==> src/shared/pcrs_pkg.sv <==
// Package: constants and carriers for the core reset and clock sequencer
package pcrs_pkg;

  // ****************************************
  // Clock and timing
  // ****************************************
  localparam int unsigned CLK_MHZ = 125;
  localparam int unsigned REL_DELAY_CYC = 32;
  localparam int unsigned APP_DELAY_CYC = 32;
  localparam int unsigned TXPLL_STABLE_CYC = 127;
  localparam int unsigned SIGDET_STABLE_MS = 3;
  localparam int unsigned SIGDET_STABLE_CYC = SIGDET_STABLE_MS * CLK_MHZ * 1000;
  localparam int unsigned RATE_WIN_MS = 1;
  localparam int unsigned RATE_WIN_CYC = RATE_WIN_MS * CLK_MHZ * 1000;

  // ****************************************
  // Receiver detect encoding
  // ****************************************
  localparam logic [2:0] RXSTAT_DETECTED = 3'h3;

  // ****************************************
  // Configuration encodings
  // ****************************************
  localparam logic [1:0] GEN1 = 2'h0;
  localparam logic [1:0] GEN2 = 2'h1;
  localparam logic [1:0] GEN3 = 2'h2;
  localparam logic [1:0] IFW_64 = 2'h0;
  localparam logic [1:0] IFW_128 = 2'h1;
  localparam logic [1:0] IFW_256 = 2'h2;
  localparam logic [1:0] CLK_62M5 = 2'h0;
  localparam logic [1:0] CLK_125M = 2'h1;
  localparam logic [1:0] CLK_250M = 2'h2;
  localparam logic [1:0] PCLK_250M = 2'h0;
  localparam logic [1:0] PCLK_500M = 2'h1;

  // ****************************************
  // Types
  // ****************************************
  typedef enum logic [1:0] {
    PCRS_LT_QUIET = 2'h0,
    PCRS_LT_ACTIVE = 2'h1,
    PCRS_LT_POLL = 2'h2
  } pcrs_lt_t;

  typedef struct packed {
    logic [1:0] max_rate;
    logic [3:0] lanes;
    logic [1:0] if_width;
    logic mm_variant;
    logic power_save;
  } pcrs_cfg_t;

  typedef struct packed {
    logic [1:0] coreclk_sel;
    logic [1:0] pclk_sel;
    logic use_soft_ctrl;
    logic cfg_error;
  } pcrs_clkinfo_t;

  typedef struct packed {
    logic rx_pll_locked;
    logic tx_pll_locked;
    logic rx_signaldetect;
    logic phystatus;
    logic [2:0] rxstatus;
  } pcrs_phy_t;

endpackage : pcrs_pkg

==> src/hw/pcrs_core.sv <==
// Top: reset release sequencing and clock selection for the serial-link core
// Function
// RULE1 - Hard controller: pin reset resets core; app reset from status and clock-in-use.
// RULE2 - Soft controller: pin or power-on reset; power-on from pin or local reset.
// RULE3 - Hard controller for first/second rate, soft controller for third rate.
// RULE4 - After reset release, wait for fabric-clock-in-use before releasing more.
// RULE5 - Config and core soft reset release 32 cycles after clock-in-use.
// RULE6 - Then deassert the reset-state output to the application.
// RULE7 - Application reset deasserts 32 cycles after reset-state output releases.
// RULE8 - Receive PLL lock moves training from Detect.Quiet to Detect.Active.
// RULE9 - Receiver detected when status pulse arrives with receive status equal 3.
// RULE10 - After receiver detect, training moves from Detect.Active to Polling.Active.
// RULE11 - Receive PCS reset held until signal detect stable for 3 ms.
// RULE12 - After power-on reset deasserts, deassert transmit transceiver power-on reset.
// RULE13 - Transmit PCS reset released after transmit PLL lock stable 127 cycles.
// RULE14 - Link-side inputs cross into the core clock through synchronisers.
// RULE15 - PHY clock is 250, 500, 250 MHz for first, second, third rate.
// RULE16 - PHY clock may stop in 1 ms rate window; must be stable before expiry.
// RULE17 - Core clock and width stay at configured values after downtraining.
// RULE18 - Core clock 125 or 250 MHz, 62.5 MHz power saving for x1 first-rate 64-bit.
// RULE19 - 256-bit interface only with streaming interface, not memory-mapped.
// RULE20 - Fabric clock frequency never below core output clock frequency.
// RULE21 - System supplies 100 or 125 MHz reference within 300 PPM.
// RULE22 - Optional reconfiguration interface clocked between 50 and 125 MHz.
// RULE23 - Release counters count fabric cycles and restart on reset reassertion.
`timescale 1ns/1ps
module pcrs_core import pcrs_pkg::*; #(
  parameter int unsigned SIGDET_CYC = SIGDET_STABLE_CYC,
  parameter int unsigned RATE_CYC = RATE_WIN_CYC
) (
  // Clock and reset
  input wire logic mclk,
  input wire logic rst_n,
  // Reset sources
  input wire logic pin_rst_n,
  input wire logic local_rst_n,
  input wire logic clk_inuse,
  // Static configuration
  input wire pcrs_cfg_t cfg,
  // PHY status
  input wire pcrs_phy_t phy,
  input wire logic rate_change,
  input wire logic pclk_ok,
  // Reset outputs
  output logic por_n,
  output logic cfg_rst_n,
  output logic core_srst_n,
  output logic reset_state,
  output logic app_rst_n,
  output logic serdes_por_n,
  output logic rx_pcs_rst,
  output logic tx_pcs_rst,
  // Status
  output pcrs_lt_t lt_state,
  output logic rx_detected,
  output pcrs_clkinfo_t clkinfo,
  output logic rate_timeout
);

  // ****************************************
  // Input synchronisers
  // ****************************************
  localparam int unsigned NSYNC = 10;
  logic [NSYNC-1:0] sync1_q;
  logic [NSYNC-1:0] sync2_q;
  logic [NSYNC-1:0] async_in;
  assign async_in = {pin_rst_n, local_rst_n, clk_inuse, rate_change, pclk_ok, phy.rx_pll_locked,
                     phy.tx_pll_locked, phy.rx_signaldetect, phy.phystatus, 1'b0};

  // Every link-side level is double-registered before use see RULE14
  always_ff @(posedge mclk or negedge rst_n) begin
    if (!rst_n) begin
      sync1_q <= '0;
      sync2_q <= '0;
    end else begin
      sync1_q <= async_in;
      sync2_q <= sync1_q;
    end
  end

  logic pin_s, local_s, inuse_s, rchg_s, pok_s, rxlock_s, txlock_s, sigdet_s, phys_s;
  assign {pin_s, local_s, inuse_s, rchg_s, pok_s, rxlock_s, txlock_s, sigdet_s, phys_s} = sync2_q[NSYNC-1:1];

  // Status field sampled with the synchronised pulse; held stable by the PHY around it
  logic [2:0] rxstat_q;
  logic [2:0] rxstat_s_q;
  logic phys_d_q;
  always_ff @(posedge mclk or negedge rst_n) begin
    if (!rst_n) begin
      rxstat_q <= 3'h0;
      rxstat_s_q <= 3'h0;
      phys_d_q <= 1'b0;
    end else begin
      rxstat_q <= phy.rxstatus;
      rxstat_s_q <= rxstat_q;
      phys_d_q <= phys_s;
    end
  end

  // ****************************************
  // Controller choice and power-on reset
  // ****************************************
  logic soft_sel;
  assign soft_sel = (cfg.max_rate == GEN3); // see RULE3

  // Soft controller adds the local reset; hard uses the pin only see RULE1 see RULE2
  logic por_src;
  assign por_src = soft_sel ? (pin_s && local_s) : pin_s;

  always_ff @(posedge mclk or negedge rst_n) begin
    if (!rst_n) begin
      por_n <= 1'b0;
      serdes_por_n <= 1'b0;
    end else begin
      por_n <= por_src;
      serdes_por_n <= por_n && por_src; // see RULE12
    end
  end

  // ****************************************
  // Core reset release sequence
  // ****************************************
  logic [5:0] rel_cnt_q;
  logic [5:0] app_cnt_q;

  // Counters clear whenever reset source drops see RULE23
  always_ff @(posedge mclk or negedge rst_n) begin
    if (!rst_n) begin
      rel_cnt_q <= 6'h00;
    end else if (!por_n || !inuse_s) begin
      rel_cnt_q <= 6'h00; // see RULE4
    end else if (rel_cnt_q != 6'(REL_DELAY_CYC)) begin
      rel_cnt_q <= rel_cnt_q + 6'h01;
    end
  end

  logic rel_now;
  assign rel_now = por_n && inuse_s && (rel_cnt_q == 6'(REL_DELAY_CYC));

  always_ff @(posedge mclk or negedge rst_n) begin
    if (!rst_n) begin
      cfg_rst_n <= 1'b0;
      core_srst_n <= 1'b0;
      reset_state <= 1'b1;
    end else begin
      cfg_rst_n <= rel_now; // see RULE5
      core_srst_n <= rel_now;
      reset_state <= !(cfg_rst_n && core_srst_n && rel_now); // see RULE6
    end
  end

  // Application reset follows reset-state output after 32 cycles see RULE7
  always_ff @(posedge mclk or negedge rst_n) begin
    if (!rst_n) begin
      app_cnt_q <= 6'h00;
      app_rst_n <= 1'b0;
    end else if (reset_state) begin
      app_cnt_q <= 6'h00;
      app_rst_n <= 1'b0;
    end else if (app_cnt_q != 6'(APP_DELAY_CYC - 1)) begin
      app_cnt_q <= app_cnt_q + 6'h01;
    end else begin
      app_rst_n <= 1'b1;
    end
  end

  // ****************************************
  // Link training front states
  // ****************************************
  logic det_hit;
  assign det_hit = phys_s && !phys_d_q && (rxstat_s_q == RXSTAT_DETECTED); // see RULE9

  always_ff @(posedge mclk or negedge rst_n) begin
    if (!rst_n) begin
      lt_state <= PCRS_LT_QUIET;
      rx_detected <= 1'b0;
    end else if (!core_srst_n) begin
      lt_state <= PCRS_LT_QUIET;
      rx_detected <= 1'b0;
    end else begin
      unique case (lt_state)
        PCRS_LT_QUIET: begin
          if (rxlock_s) begin
            lt_state <= PCRS_LT_ACTIVE; // see RULE8
          end
        end
        PCRS_LT_ACTIVE: begin
          if (det_hit) begin
            rx_detected <= 1'b1;
            lt_state <= PCRS_LT_POLL; // see RULE10
          end
        end
        PCRS_LT_POLL: begin
          if (!rxlock_s) begin
            lt_state <= PCRS_LT_QUIET;
            rx_detected <= 1'b0;
          end
        end
        default: begin
          lt_state <= PCRS_LT_QUIET;
        end
      endcase
    end
  end

  // ****************************************
  // Transceiver PCS resets
  // ****************************************
  logic sig_ok;
  logic txlock_ok;

  pcrs_stable_timer #(.COUNT(SIGDET_CYC), .W(24)) u_sigdet (
    .mclk(mclk),
    .rst_n(rst_n),
    .clr(lt_state != PCRS_LT_POLL),
    .level(sigdet_s),
    .done(sig_ok)
  );

  pcrs_stable_timer #(.COUNT(TXPLL_STABLE_CYC), .W(8)) u_txlock (
    .mclk(mclk),
    .rst_n(rst_n),
    .clr(!serdes_por_n),
    .level(txlock_s),
    .done(txlock_ok)
  );

  always_ff @(posedge mclk or negedge rst_n) begin
    if (!rst_n) begin
      rx_pcs_rst <= 1'b1;
      tx_pcs_rst <= 1'b1;
    end else begin
      rx_pcs_rst <= !sig_ok; // see RULE11
      tx_pcs_rst <= !txlock_ok; // see RULE13
    end
  end

  // ****************************************
  // Clock selection and rate window
  // ****************************************
  // Chosen from configuration only, so downtraining never changes it see RULE17
  logic [1:0] core_sel;
  logic [1:0] wide_if;
  always_comb begin
    wide_if = (cfg.max_rate == GEN1) ? IFW_64 : ((cfg.max_rate == GEN2) ? IFW_128 : IFW_256);
    if (cfg.lanes == 4'h1 && cfg.max_rate == GEN1 && cfg.if_width == IFW_64 && cfg.power_save) begin
      core_sel = CLK_62M5; // see RULE18
    end else if (cfg.lanes == 4'h8 && cfg.max_rate != GEN3 && cfg.if_width == IFW_64) begin
      core_sel = CLK_250M;
    end else if (cfg.if_width < wide_if &&
                 (cfg.lanes >= 4'h4 || (cfg.lanes == 4'h2 && cfg.max_rate == GEN3 && cfg.if_width == IFW_64))) begin
      core_sel = CLK_250M;
    end else if (cfg.lanes == 4'h8 && cfg.if_width == wide_if && cfg.max_rate != GEN1) begin
      core_sel = CLK_250M;
    end else begin
      core_sel = CLK_125M;
    end
  end

  logic [RATE_WIN_MS*27-1:0] rate_cnt_q;
  always_ff @(posedge mclk or negedge rst_n) begin
    if (!rst_n) begin
      clkinfo <= '0;
      rate_cnt_q <= '0;
      rate_timeout <= 1'b0;
    end else begin
      clkinfo.coreclk_sel <= core_sel;
      clkinfo.pclk_sel <= (cfg.max_rate == GEN2) ? PCLK_500M : PCLK_250M; // see RULE15
      clkinfo.use_soft_ctrl <= soft_sel;
      clkinfo.cfg_error <= cfg.mm_variant && (cfg.if_width == IFW_256); // see RULE19
      // PHY clock must be back within the window see RULE16
      if (!rchg_s || pok_s) begin
        rate_cnt_q <= '0;
      end else if (rate_cnt_q != (RATE_WIN_MS*27)'(RATE_CYC)) begin
        rate_cnt_q <= rate_cnt_q + (RATE_WIN_MS*27)'(1);
      end
      rate_timeout <= rchg_s && !pok_s && (rate_cnt_q == (RATE_WIN_MS*27)'(RATE_CYC));
    end
  end

  // ****************************************
  // Checks
  // ****************************************
  chk_app_after_state: assert property (@(posedge mclk) disable iff (!rst_n) // see RULE7
    $fell(reset_state) |-> (!app_rst_n && !reset_state) [*8] ##25 app_rst_n)
    else $error("application reset not released 32 cycles after reset state");

  chk_rel_delay: assert property (@(posedge mclk) disable iff (!rst_n) // see RULE5
    $rose(cfg_rst_n) |-> $past(rel_cnt_q) == 6'(REL_DELAY_CYC) && core_srst_n)
    else $error("config reset released at wrong count");

  chk_wait_inuse: assert property (@(posedge mclk) disable iff (!rst_n) // see RULE4
    !inuse_s |=> !cfg_rst_n)
    else $error("release without clock in use");

  chk_state_order: assert property (@(posedge mclk) disable iff (!rst_n) // see RULE6
    $fell(reset_state) |-> cfg_rst_n && core_srst_n)
    else $error("reset state dropped before core resets");

  chk_det_quiet: assert property (@(posedge mclk) disable iff (!rst_n) // see RULE8
    lt_state == PCRS_LT_QUIET && rxlock_s && core_srst_n |=> lt_state == PCRS_LT_ACTIVE)
    else $error("training did not leave quiet on lock");

  chk_det_poll: assert property (@(posedge mclk) disable iff (!rst_n) // see RULE10
    lt_state == PCRS_LT_ACTIVE && det_hit && core_srst_n |=> lt_state == PCRS_LT_POLL && rx_detected)
    else $error("training did not advance on receiver detect");

  chk_det_code: assert property (@(posedge mclk) disable iff (!rst_n) // see RULE9
    $rose(rx_detected) |-> $past(rxstat_s_q) == RXSTAT_DETECTED)
    else $error("detect with wrong receive status");

  chk_tx_lock: assert property (@(posedge mclk) disable iff (!rst_n) // see RULE13
    $fell(tx_pcs_rst) |-> $past(txlock_s, 8))
    else $error("transmit PCS reset released without stable lock");

  chk_rx_sig: assert property (@(posedge mclk) disable iff (!rst_n) // see RULE11
    !sigdet_s |=> ##1 rx_pcs_rst)
    else $error("receive PCS reset out of reset without signal");

  chk_serdes_por: assert property (@(posedge mclk) disable iff (!rst_n) // see RULE12
    !por_n |=> !serdes_por_n)
    else $error("transmit power-on reset released before core");

endmodule : pcrs_core

==> src/hw/pcrs_stable_timer.sv <==
// Stability timer: output rises once input has held high for a count
`timescale 1ns/1ps
module pcrs_stable_timer import pcrs_pkg::*; #(
  parameter int unsigned COUNT = 32,
  parameter int unsigned W = 24
) (
  // Clock and reset
  input wire logic mclk,
  input wire logic rst_n,
  // Restart and level
  input wire logic clr,
  input wire logic level,
  output logic done
);

  // ****************************************
  // Counter
  // ****************************************
  logic [W-1:0] cnt_q;

  // Any drop of level restarts the count
  always_ff @(posedge mclk or negedge rst_n) begin
    if (!rst_n) begin
      cnt_q <= '0;
      done <= 1'b0;
    end else if (clr || !level) begin
      cnt_q <= '0;
      done <= 1'b0;
    end else if (cnt_q == W'(COUNT - 1)) begin
      done <= 1'b1;
    end else begin
      cnt_q <= cnt_q + W'(1);
    end
  end

endmodule : pcrs_stable_timer

==> config.mk <==
export PLATFORM = sky130hd
export DESIGN_NAME = pcrs_core
export DESIGN_NICKNAME = d
export VERILOG_FILES = /design/src/shared/pcrs_pkg.sv /design/src/hw/pcrs_core.sv /design/src/hw/pcrs_stable_timer.sv
export SDC_FILE = /design/constraint.sdc
export NUM_CORES = 1
export LEC_CHECK = 0
export ABC_AREA = 1
export ABC_CLOCK_PERIOD_IN_PS = 1900
export BUFFER_PORTS_ARGS = -buffer_cell sky130_fd_sc_hd__buf_2
export CORE_AREA = 2 2 101 103
export DETAILED_ROUTE_END_ITERATION = 8
export DIE_AREA = 0 0 103 105
export GPL_TIMING_DRIVEN = 0
export PLACE_DENSITY = 0.74
export SLEW_MARGIN = 20
export SYNTH_ARGS = -nofsm -noshare
export SYNTH_HDL_FRONTEND = slang
export SYNTH_SLANG_ARGS = --single-unit
==> constraint.sdc <==
create_clock -name mclk -period 1.9 [get_ports mclk]
set_input_delay 0.095 -clock mclk [delete_from_list [all_inputs] [get_ports mclk]]
set_output_delay 0.095 -clock mclk [all_outputs]
set_load 0.01 [all_outputs]
Yosys cells after proc, flatten, opt, wreduce, memory -nomap -nowiden. Cells that the tools add are included.

Add/subtract/negate cells: 5. $lt $le $gt $ge: 2. Equality and inequality tests: 26. Multiplexer cells: 33. Reductions and logical operators: 47.

Operator list (number): 27-bit two-way mux (2); 24-bit two-way mux (2); 27-bit by 1-bit adder with 27-bit output (second input constant) (1); 27-bit by 17-bit equality test with 1-bit output (second input constant) (1); 27-bit by 17-bit != test with 1-bit output (second input constant) (1); 24-bit by 1-bit adder with 24-bit output (second input constant) (1); 24-bit by 19-bit equality test with 1-bit output (second input constant) (1); 6-bit two-way mux (4); 1-bit logical AND (20); 2-bit two-way mux (10); 8-bit two-way mux (2); 6-bit by 1-bit adder with 6-bit output (second input constant) (2); 2-bit nonzero test (6); 1-bit zero test (11); 1-bit two-way mux (11); 3-bit != test (second input constant) (3); 8-bit by 1-bit adder with 8-bit output (second input constant) (1); 8-bit by 7-bit equality test with 1-bit output (second input constant) (1); 2-bit equality test (second input constant) (3); 6-bit equality test (second input constant) (1); 2-bit zero test (3); 2-bit != test (second input constant) (3); 6-bit by 5-bit != test with 1-bit output (second input constant) (1); 6-bit != test (second input constant) (1); other kinds (14) (21).

Register bits after elaboration: 114. Input port bits: 24. Output and inout port bits: 18. Logic and storage cells: 139.

Logic depth before layout (Yosys ltp). Gate-level depths: netlist of the first run.

Depth after elaboration: 10. Mapped depth: 9. Gate-level depth less buffers: 9.

Modules after synthesis. From an unflattened synthesis of the first run, not the netlist that was laid out.

Cell total of the unflattened synthesis: 750. Area total of the unflattened synthesis: 5876.9 sq um.

By module, submodules not included: pcrs_core (times used 1, cells an instance 451, area each 3732.3 sq um, seq. area each 2005.7 sq um); pcrs_stable_timer at u_sigdet (times used 1, cells an instance 232, area each 1617.8 sq um, seq. area each 625.6 sq um); pcrs_stable_timer at u_txlock (times used 1, cells an instance 67, area each 526.8 sq um, seq. area each 225.2 sq um).

Worst setup path after synthesis of the first run. No wires, ideal clock.

Path kind: reg-to-reg. From: register u_sigdet.cnt_q[0]. To: register u_sigdet.cnt_q[12]. Setup time: 0.119 ns. Data arrival time: 1.298 ns. Required time: 1.781 ns. Path slack: 0.483 ns. Cell stages (with the launch flop): 8. Buffers on the path: 0. Clock period less this slack: 1.417 ns. Cells stage by stage: dfrtp_1 > ha_1 > nand3_2 > inv_1 > nand2_2 > nor2_1 > or2_1 > and2_1.

Cells in the longest elaborated chain, start to end: 3. Elaborated cells between the ends (all ways): 5. Those cells by class: 1 x add/sub; 2 x eq/ne; 2 x mux.

Ends and longest elaborated chain: start: declaration (line pcrs_stable_timer.sv:19) `logic [W-1:0] cnt_q;`; start signal: assignment (line pcrs_stable_timer.sv:32) `cnt_q <= cnt_q + W'(1);`; 24-bit by 1-bit adder with 24-bit output (line pcrs_stable_timer.sv:32); 24-bit two-way mux (line pcrs_stable_timer.sv:29) `end else if (cnt_q == W'(COUNT - 1)) begin`; 24-bit two-way mux (line pcrs_stable_timer.sv:26) `end else if (clr || !level) begin`.

Several ways; a longest one is shown, not always the timed one. The select of a mux whose other input is x is not followed. A chain may end at the register's enable or synchronous reset.

Worst setup path in the final report of the first run.
From: register u_sigdet.cnt_q[0]. To: register u_sigdet.cnt_q[22].

Same word-level chain as after synthesis.

==> impl_metrics.json, run 1 <==
{
  "status": "completed",
  "cp-end-kind": "register",
  "top_layer_used": "met4",
  "cap_violations": 0,
  "setup_viol": 0,
  "num_vias": 5030,
  "ctsRootBufferMaster": "clkbuf_8",
  "p_sw_share_pct": 24.0,
  "pwr-share-comb_pct": 3.6,
  "antennaDiodeCount": 0,
  "period_share_pct": 89.7,
  "synth.distinct_cells": 34,
  "wl_met2_um": 6600,
  "syn_avg_cell_area_sq_um": 7.79,
  "routabilityCongestion": 0.922,
  "slew_viol_final": 0,
  "hold_path.class": "in -> reg",
  "die_area_sq_um": 10800,
  "cts_sinks": 114,
  "hold_slack_ps": 66.7,
  "ios": 42,
  "ant_nets": 0,
  "synth_cells": 729,
  "power_density_nw_per_um2": 835,
  "grt.overflow.total": 0,
  "cts_tree": "done",
  "synthFlopType": "dfrtp_1",
  "max_freq_mhz": 587,
  "grt_pass1_wl_um": 21900,
  "drt_iter0_markers": 266,
  "synth_edf_count": 0,
  "pwr-share-seq_pct": 43.3,
  "clock_path_buffers": 2,
  "hpwl_um": 8640,
  "fin_nets": 845,
  "layout-drive-gt1-share_pct": 13.6,
  "viasPerCell": 5.26,
  "synth-seq-cells": 114,
  "layout_common_cells": "nand2_1 (186), nor2_1 (142), dfrtp_1 (111)",
  "die_w_um": 103,
  "ctsResizeCount": 0,
  "yosys_warnings": 0,
  "cp-start-kind": "register",
  "cts-htree-levels": 4,
  "core_area_sq_um": 9640,
  "antenna_found_initial": 0,
  "power_mw": 5.74,
  "port_buffers": 40,
  "final_hold_viol_count": 0,
  "syn_area_sq_um": 5680,
  "final_core_util_pct": 71.3,
  "cp.arrival_ps": 2120,
  "cts_buffers": 17,
  "synth_fp_nets": 763,
  "routed_wl_um": 12900,
  "grt_max_degree": 64,
  "power_switching_mw": 1.38,
  "dr_wl_met3_um": 593,
  "worstPathRequired_ps": 2310,
  "wl_per_cell_um": 13.5,
  "drcViolationCount": 0,
  "layout_commonest_cell": "nand2_1",
  "grt_usage_pct": 25.9,
  "rsz0062_at_grt": "no",
  "p_int_mw": 4.37,
  "grt_pass1_vias": 4908,
  "fin_crit_ps": 1700,
  "dr.pass1.iters": 5,
  "ir_drop_mv": 0.648,
  "syn2layout_area_growth_pct": 21.0,
  "path_class": "reg -> reg",
  "clk_pin_slew_ps": 60,
  "m1WireLength_um": 5350,
  "insertion_delay_ps": 520,
  "row_count": 36,
  "initial_core_util_pct": 58.9,
  "synthArstFlopShare_pct": 100,
  "p_leak_nw": 3.10,
  "fin_worst_skew_ps": 12.0,
  "ys_seq_area_share_pct": 50.3,
  "clkPwrFrac_pct": 53.0,
  "cp_max_fo": 6,
  "die_y_um": 105
}
worst max-delay path, stage by stage (launching register included):
cell and delay (ps):
dfrtp_1 420, ha_1 330, nand3_2 170, nor2_1 170, nand3_1 160, nor2_1 170, nand2_1 70, nand2_1 60
nor2_1 40
worst paths after layout:
check                                  start  slack, ps            endpoint  cells after the start
min in group asynchronous              rst_n        100       rate_cnt_q[6]                      2
min                                   cfg[4]         70          clkinfo[5]                      6
max                        u_sigdet.cnt_q[0]        200  u_sigdet.cnt_q[22]                      8
max reg2reg                u_sigdet.cnt_q[0]        200  u_sigdet.cnt_q[22]                      8
max in group asynchronous              rst_n       1100          rx_pcs_rst                      3
min reg2reg                       sync1_q[3]        350          sync2_q[3]                      0
timing repair:
item / 4_1_cts / 5_1_grt
hold endpoints to repair: 129 / 0
setup buffers: 0 / 0
hold buffers: 22 / 0
state kept, by name (all words and copies together), names as in the netlist, 2 cells and up:
register	cells
u_txlock.cnt_q	8
sync2_q	9
sync1_q	9
clkinfo	5
u_sigdet.cnt_q	24
rate_cnt_q	27
rxstat_q	3
app_cnt_q	6
rxstat_s_q	3
rel_cnt_q	6
lt_state	2
metrics by stage:
stage / setup TNS (ps) / instance area, sq um / setup WS (ps) / instances
after global placement: -60620 / 6050 / -555 / 902
after global routing: 0 / 6870 / 100 / 957
after CTS: 0 / 6870 / 229 / 957
after detailed placement: 0 / 6080 / 231 / 903
after floorplan: 0 / 5680 / 483 / 729
final: 0 / 6870 / 196 / 957
layout make-up:
class                      instances  area (sq um)
clock inverter                    14           144
multi-input combinational        522          2460
fill                             755          2770
tap                              133           166
buffer                             5          32.5
sequential                       114          2860
clock buffer                      18           428
inverter                          88           330
timing repair buffer              63           454
per-layer routing:
metal  up-vias  global-route usage [%]
met5         -                       0
met4         0                    12.6
met3        34                    6.15
met2       144                    42.9
met1      2385                    31.2
li1       2467                       -
power groups by stage:
| stage | combinational [mW] | clock (mW) | sequential, mW |
|---|---|---|---|
| 2_1_floorplan | 0.0589 | 0 | 2.53 |
| 3_3_place_gp | 0.159 | 0 | 2.53 |
| 3_5_place_dp | 0.175 | 0 | 2.53 |
| 4_1_cts | 0.209 | 3.09 | 2.49 |
| 5_1_grt | 0.236 | 3.20 | 2.49 |
| 6_report | 0.207 | 3.05 | 2.49 |
cell families (layout without fill, tap and decap cells):
family | after synthesis | after routing | synth area share, %
AO/OA/AOI/OAI | 52 | 52 | 4.82
buffers and inverters | 93 | 188 | 6.39
other | 1 | 1 | 0.0660
adder cells (fa/ha/maj) | 10 | 10 | 2.20
AND/OR/NAND/NOR | 443 | 443 | 33.8
XOR/XNOR | 16 | 16 | 2.47
flip-flops | 114 | 114 | 50.3
synthesized netlist by cell type (all sizes together) (3+ instances only):
cell type  instances  area share [%]
xor2              10             1.5
nand3             48             4.4
dfstp              3             1.4
nand4             14             1.5
o21ai             19             1.7
nor3              13             1.1
dfrtp            111              49
buf                5            0.57
nor2             156              11
nand2            198              14
xnor2              6            0.92
nand3b             6            0.79
inv               88             5.8
a21oi             26             2.3
ha                10             2.2
Power figures use the tool's default switching activity.
==> run 2: changes to the inputs <==
--- a/config.mk
+++ b/config.mk
@@ -9,6 +9,7 @@
 export ABC_CLOCK_PERIOD_IN_PS = 1900
 export BUFFER_PORTS_ARGS = -buffer_cell sky130_fd_sc_hd__buf_2
 export CORE_AREA = 2 2 101 103
+export CTS_BUF_LIST = sky130_fd_sc_hd__clkbuf_4
 export DETAILED_ROUTE_END_ITERATION = 8
 export DIE_AREA = 0 0 103 105
 export GPL_TIMING_DRIVEN = 0
==> run 2 against run 1 <==
Against the previous run:
- global-route usage down 1.7 points
- fmax up 1.5%
- register-to-register slack better by 30 ps
- count of clock-buffer cells in the layout down 1
- sequential share of layout area up 1.9 points
- worst setup slack better by 25 ps
- sequential cell count unchanged
- highest routed layer unchanged
==> impl_metrics.json, run 2 (synthesis results as in run 1) <==
{
  "largest_registers": "rate_cnt_q x27, u_sigdet.cnt_q x24",
  "grt_pass1_vias": 4740,
  "clock_path_buffers": 2,
  "max_freq_mhz": 596,
  "top_register": "rate_cnt_q",
  "cp_max_fo": 6,
  "cts_setup_buffers": 0,
  "core_area_sq_um": 9640,
  "fin_crit_ps": 1680,
  "cp.arrival_ps": 2100,
  "cts_tree": "done",
  "ir_drop_mv": 0.569,
  "fillers": 812,
  "port_buffers": 40,
  "syn2layout_area_growth_pct": 15.8,
  "cts_sinks": 114,
  "num_vias": 4898,
  "cts_buffers": 17,
  "grt_pass1_wl_um": 20700,
  "stdcell_area_sq_um": 6580,
  "multi_input_area_sq_um": 2460,
  "insertion_delay_ps": 510,
  "dr.pass1.iters": 6,
  "status": "completed",
  "cts-htree-levels": 4,
  "instances_no_fill": 957,
  "drt_iter0_markers": 211,
  "slew_viol_final": 0,
  "regArea_sq_um": 2860,
  "worstPathRequired_ps": 2320,
  "rsz0062_at_grt": "no",
  "grt_usage_pct": 24.2,
  "r2r_start": "u_sigdet.cnt_q[0]",
  "layout_common_cells": "nand2_1 (186), nor2_1 (142), dfrtp_1 (111)",
  "largest_register_ffs": 27,
  "power_density_nw_per_um2": 674,
  "path_buf_inv": 0,
  "fin_worst_skew_ps": 20.9,
  "p_leak_nw": 2.97,
  "setup_viol": 0,
  "cp-end-kind": "register",
  "routabilityCongestion": 0.922,
  "period_share_pct": 88.4,
  "die_w_um": 103,
  "crit_slowest_cell": "dfrtp_1",
  "hold_start": "cfg[4]",
  "fin_nets": 845,
  "wl_per_cell_um": 12.6,
  "routed_wl_um": 12000,
  "cp-start-kind": "register",
  "initial_core_util_pct": 58.9,
  "die_area_sq_um": 10800,
  "hold_slack_ps": 66.5,
  "crit_path_start": "u_sigdet.cnt_q[0]",
  "drcViolationCount": 0,
  "antennaDiodeCount": 0,
  "clk_pin_slew_ps": 120,
  "die_y_um": 105,
  "post_dp_cell_area_sq_um": 6080,
  "hold_path.class": "in -> reg",
  "cpPeakStageDelay_ps": 430,
  "grt_max_degree": 64,
  "ant_nets": 0,
  "ios": 42,
  "antenna_found_initial": 0,
  "viasPerCell": 5.12,
  "hpwl_um": 8640,
  "ctsRootBufferMaster": "clkbuf_4",
  "path_class": "reg -> reg",
  "path_delay_family": "simple AND/OR/NAND/NOR gates",
  "final_hold_viol_count": 0,
  "layout-drive-gt1-share_pct": 13.5,
  "layout_commonest_cell": "nand2_1",
  "dpl.cell_count": 903,
  "crit_chain": "ha_1, nand3_2, nor2_1, nand3_1, nor2_1, nand2_1, nand2_1, nor2_1",
  "cap_violations": 0,
  "grt.overflow.total": 0,
  "row_count": 36,
  "crit_top_cell": "nor2_1"
}
## run 2: power breakdown
group / internal [mW] / total, mW / switching (mW)
combinational: 0.0840 / 0.206 / 0.122
sequential: 2.47 / 2.48 / 0.0171
clock: 0.690 / 1.74 / 1.05
total: 3.24 / 4.43 / 1.19
## run 2: metrics by stage
step	total power, mW	util, %	setup TNS, ps	worst slack, ps
detailed placement	2.71	63.1	0	231
global placement	2.69	62.7	-60620	-555
finish	4.43	68.2	0	221
CTS	4.50	68.2	0	231
floorplan	2.59	-	0	483
global route	4.63	68.2	0	96.5
## run 2: final cells by class
cell class                 instances  area share, %
clock inverter                    15           2.24
multi-input combinational        522           37.4
sequential                       114           43.4
tap                              133           2.53
inverter                          88           5.02
buffer                             5          0.495
timing repair buffer              63           6.91
clock buffer                      17           1.94
## run 2: path summary, 6_finish.rpt
path | slack [ps] | to | depth (start not counted)
min in group asynchronous | 90 | por_n | 2
max reg2reg | 220 | u_sigdet.cnt_q[22] | 8
max | 220 | u_sigdet.cnt_q[22] | 8
max in group asynchronous | 1110 | rx_pcs_rst | 3
min | 70 | clkinfo[5] | 6
min reg2reg | 360 | rx_pcs_rst | 1
## run 2: worst register-to-register path: stages, from the launching register on
cell     delay [ps]
dfrtp_1         430
ha_1            330
nand3_2         170
nor2_1          170
nand3_1         170
nor2_1          170
nand2_1          70
nand2_1          60
nor2_1           40
## run 2: timing repair
| item | CTS | global route |
|---|---|---|
| hold buffers | 22 | 0 |
| hold endpoints to repair | 129 | 0 |
| resized for setup | 0 | 0 |
## run 2: per-layer routing
layer  up-vias  track usage, %  wire length (um)
met5         -               0                 0
met4         0            8.18               175
met3        19            6.42               518
met2       108            39.8              6170
met1      2310            30.6              5160
li1       2461               -                 -
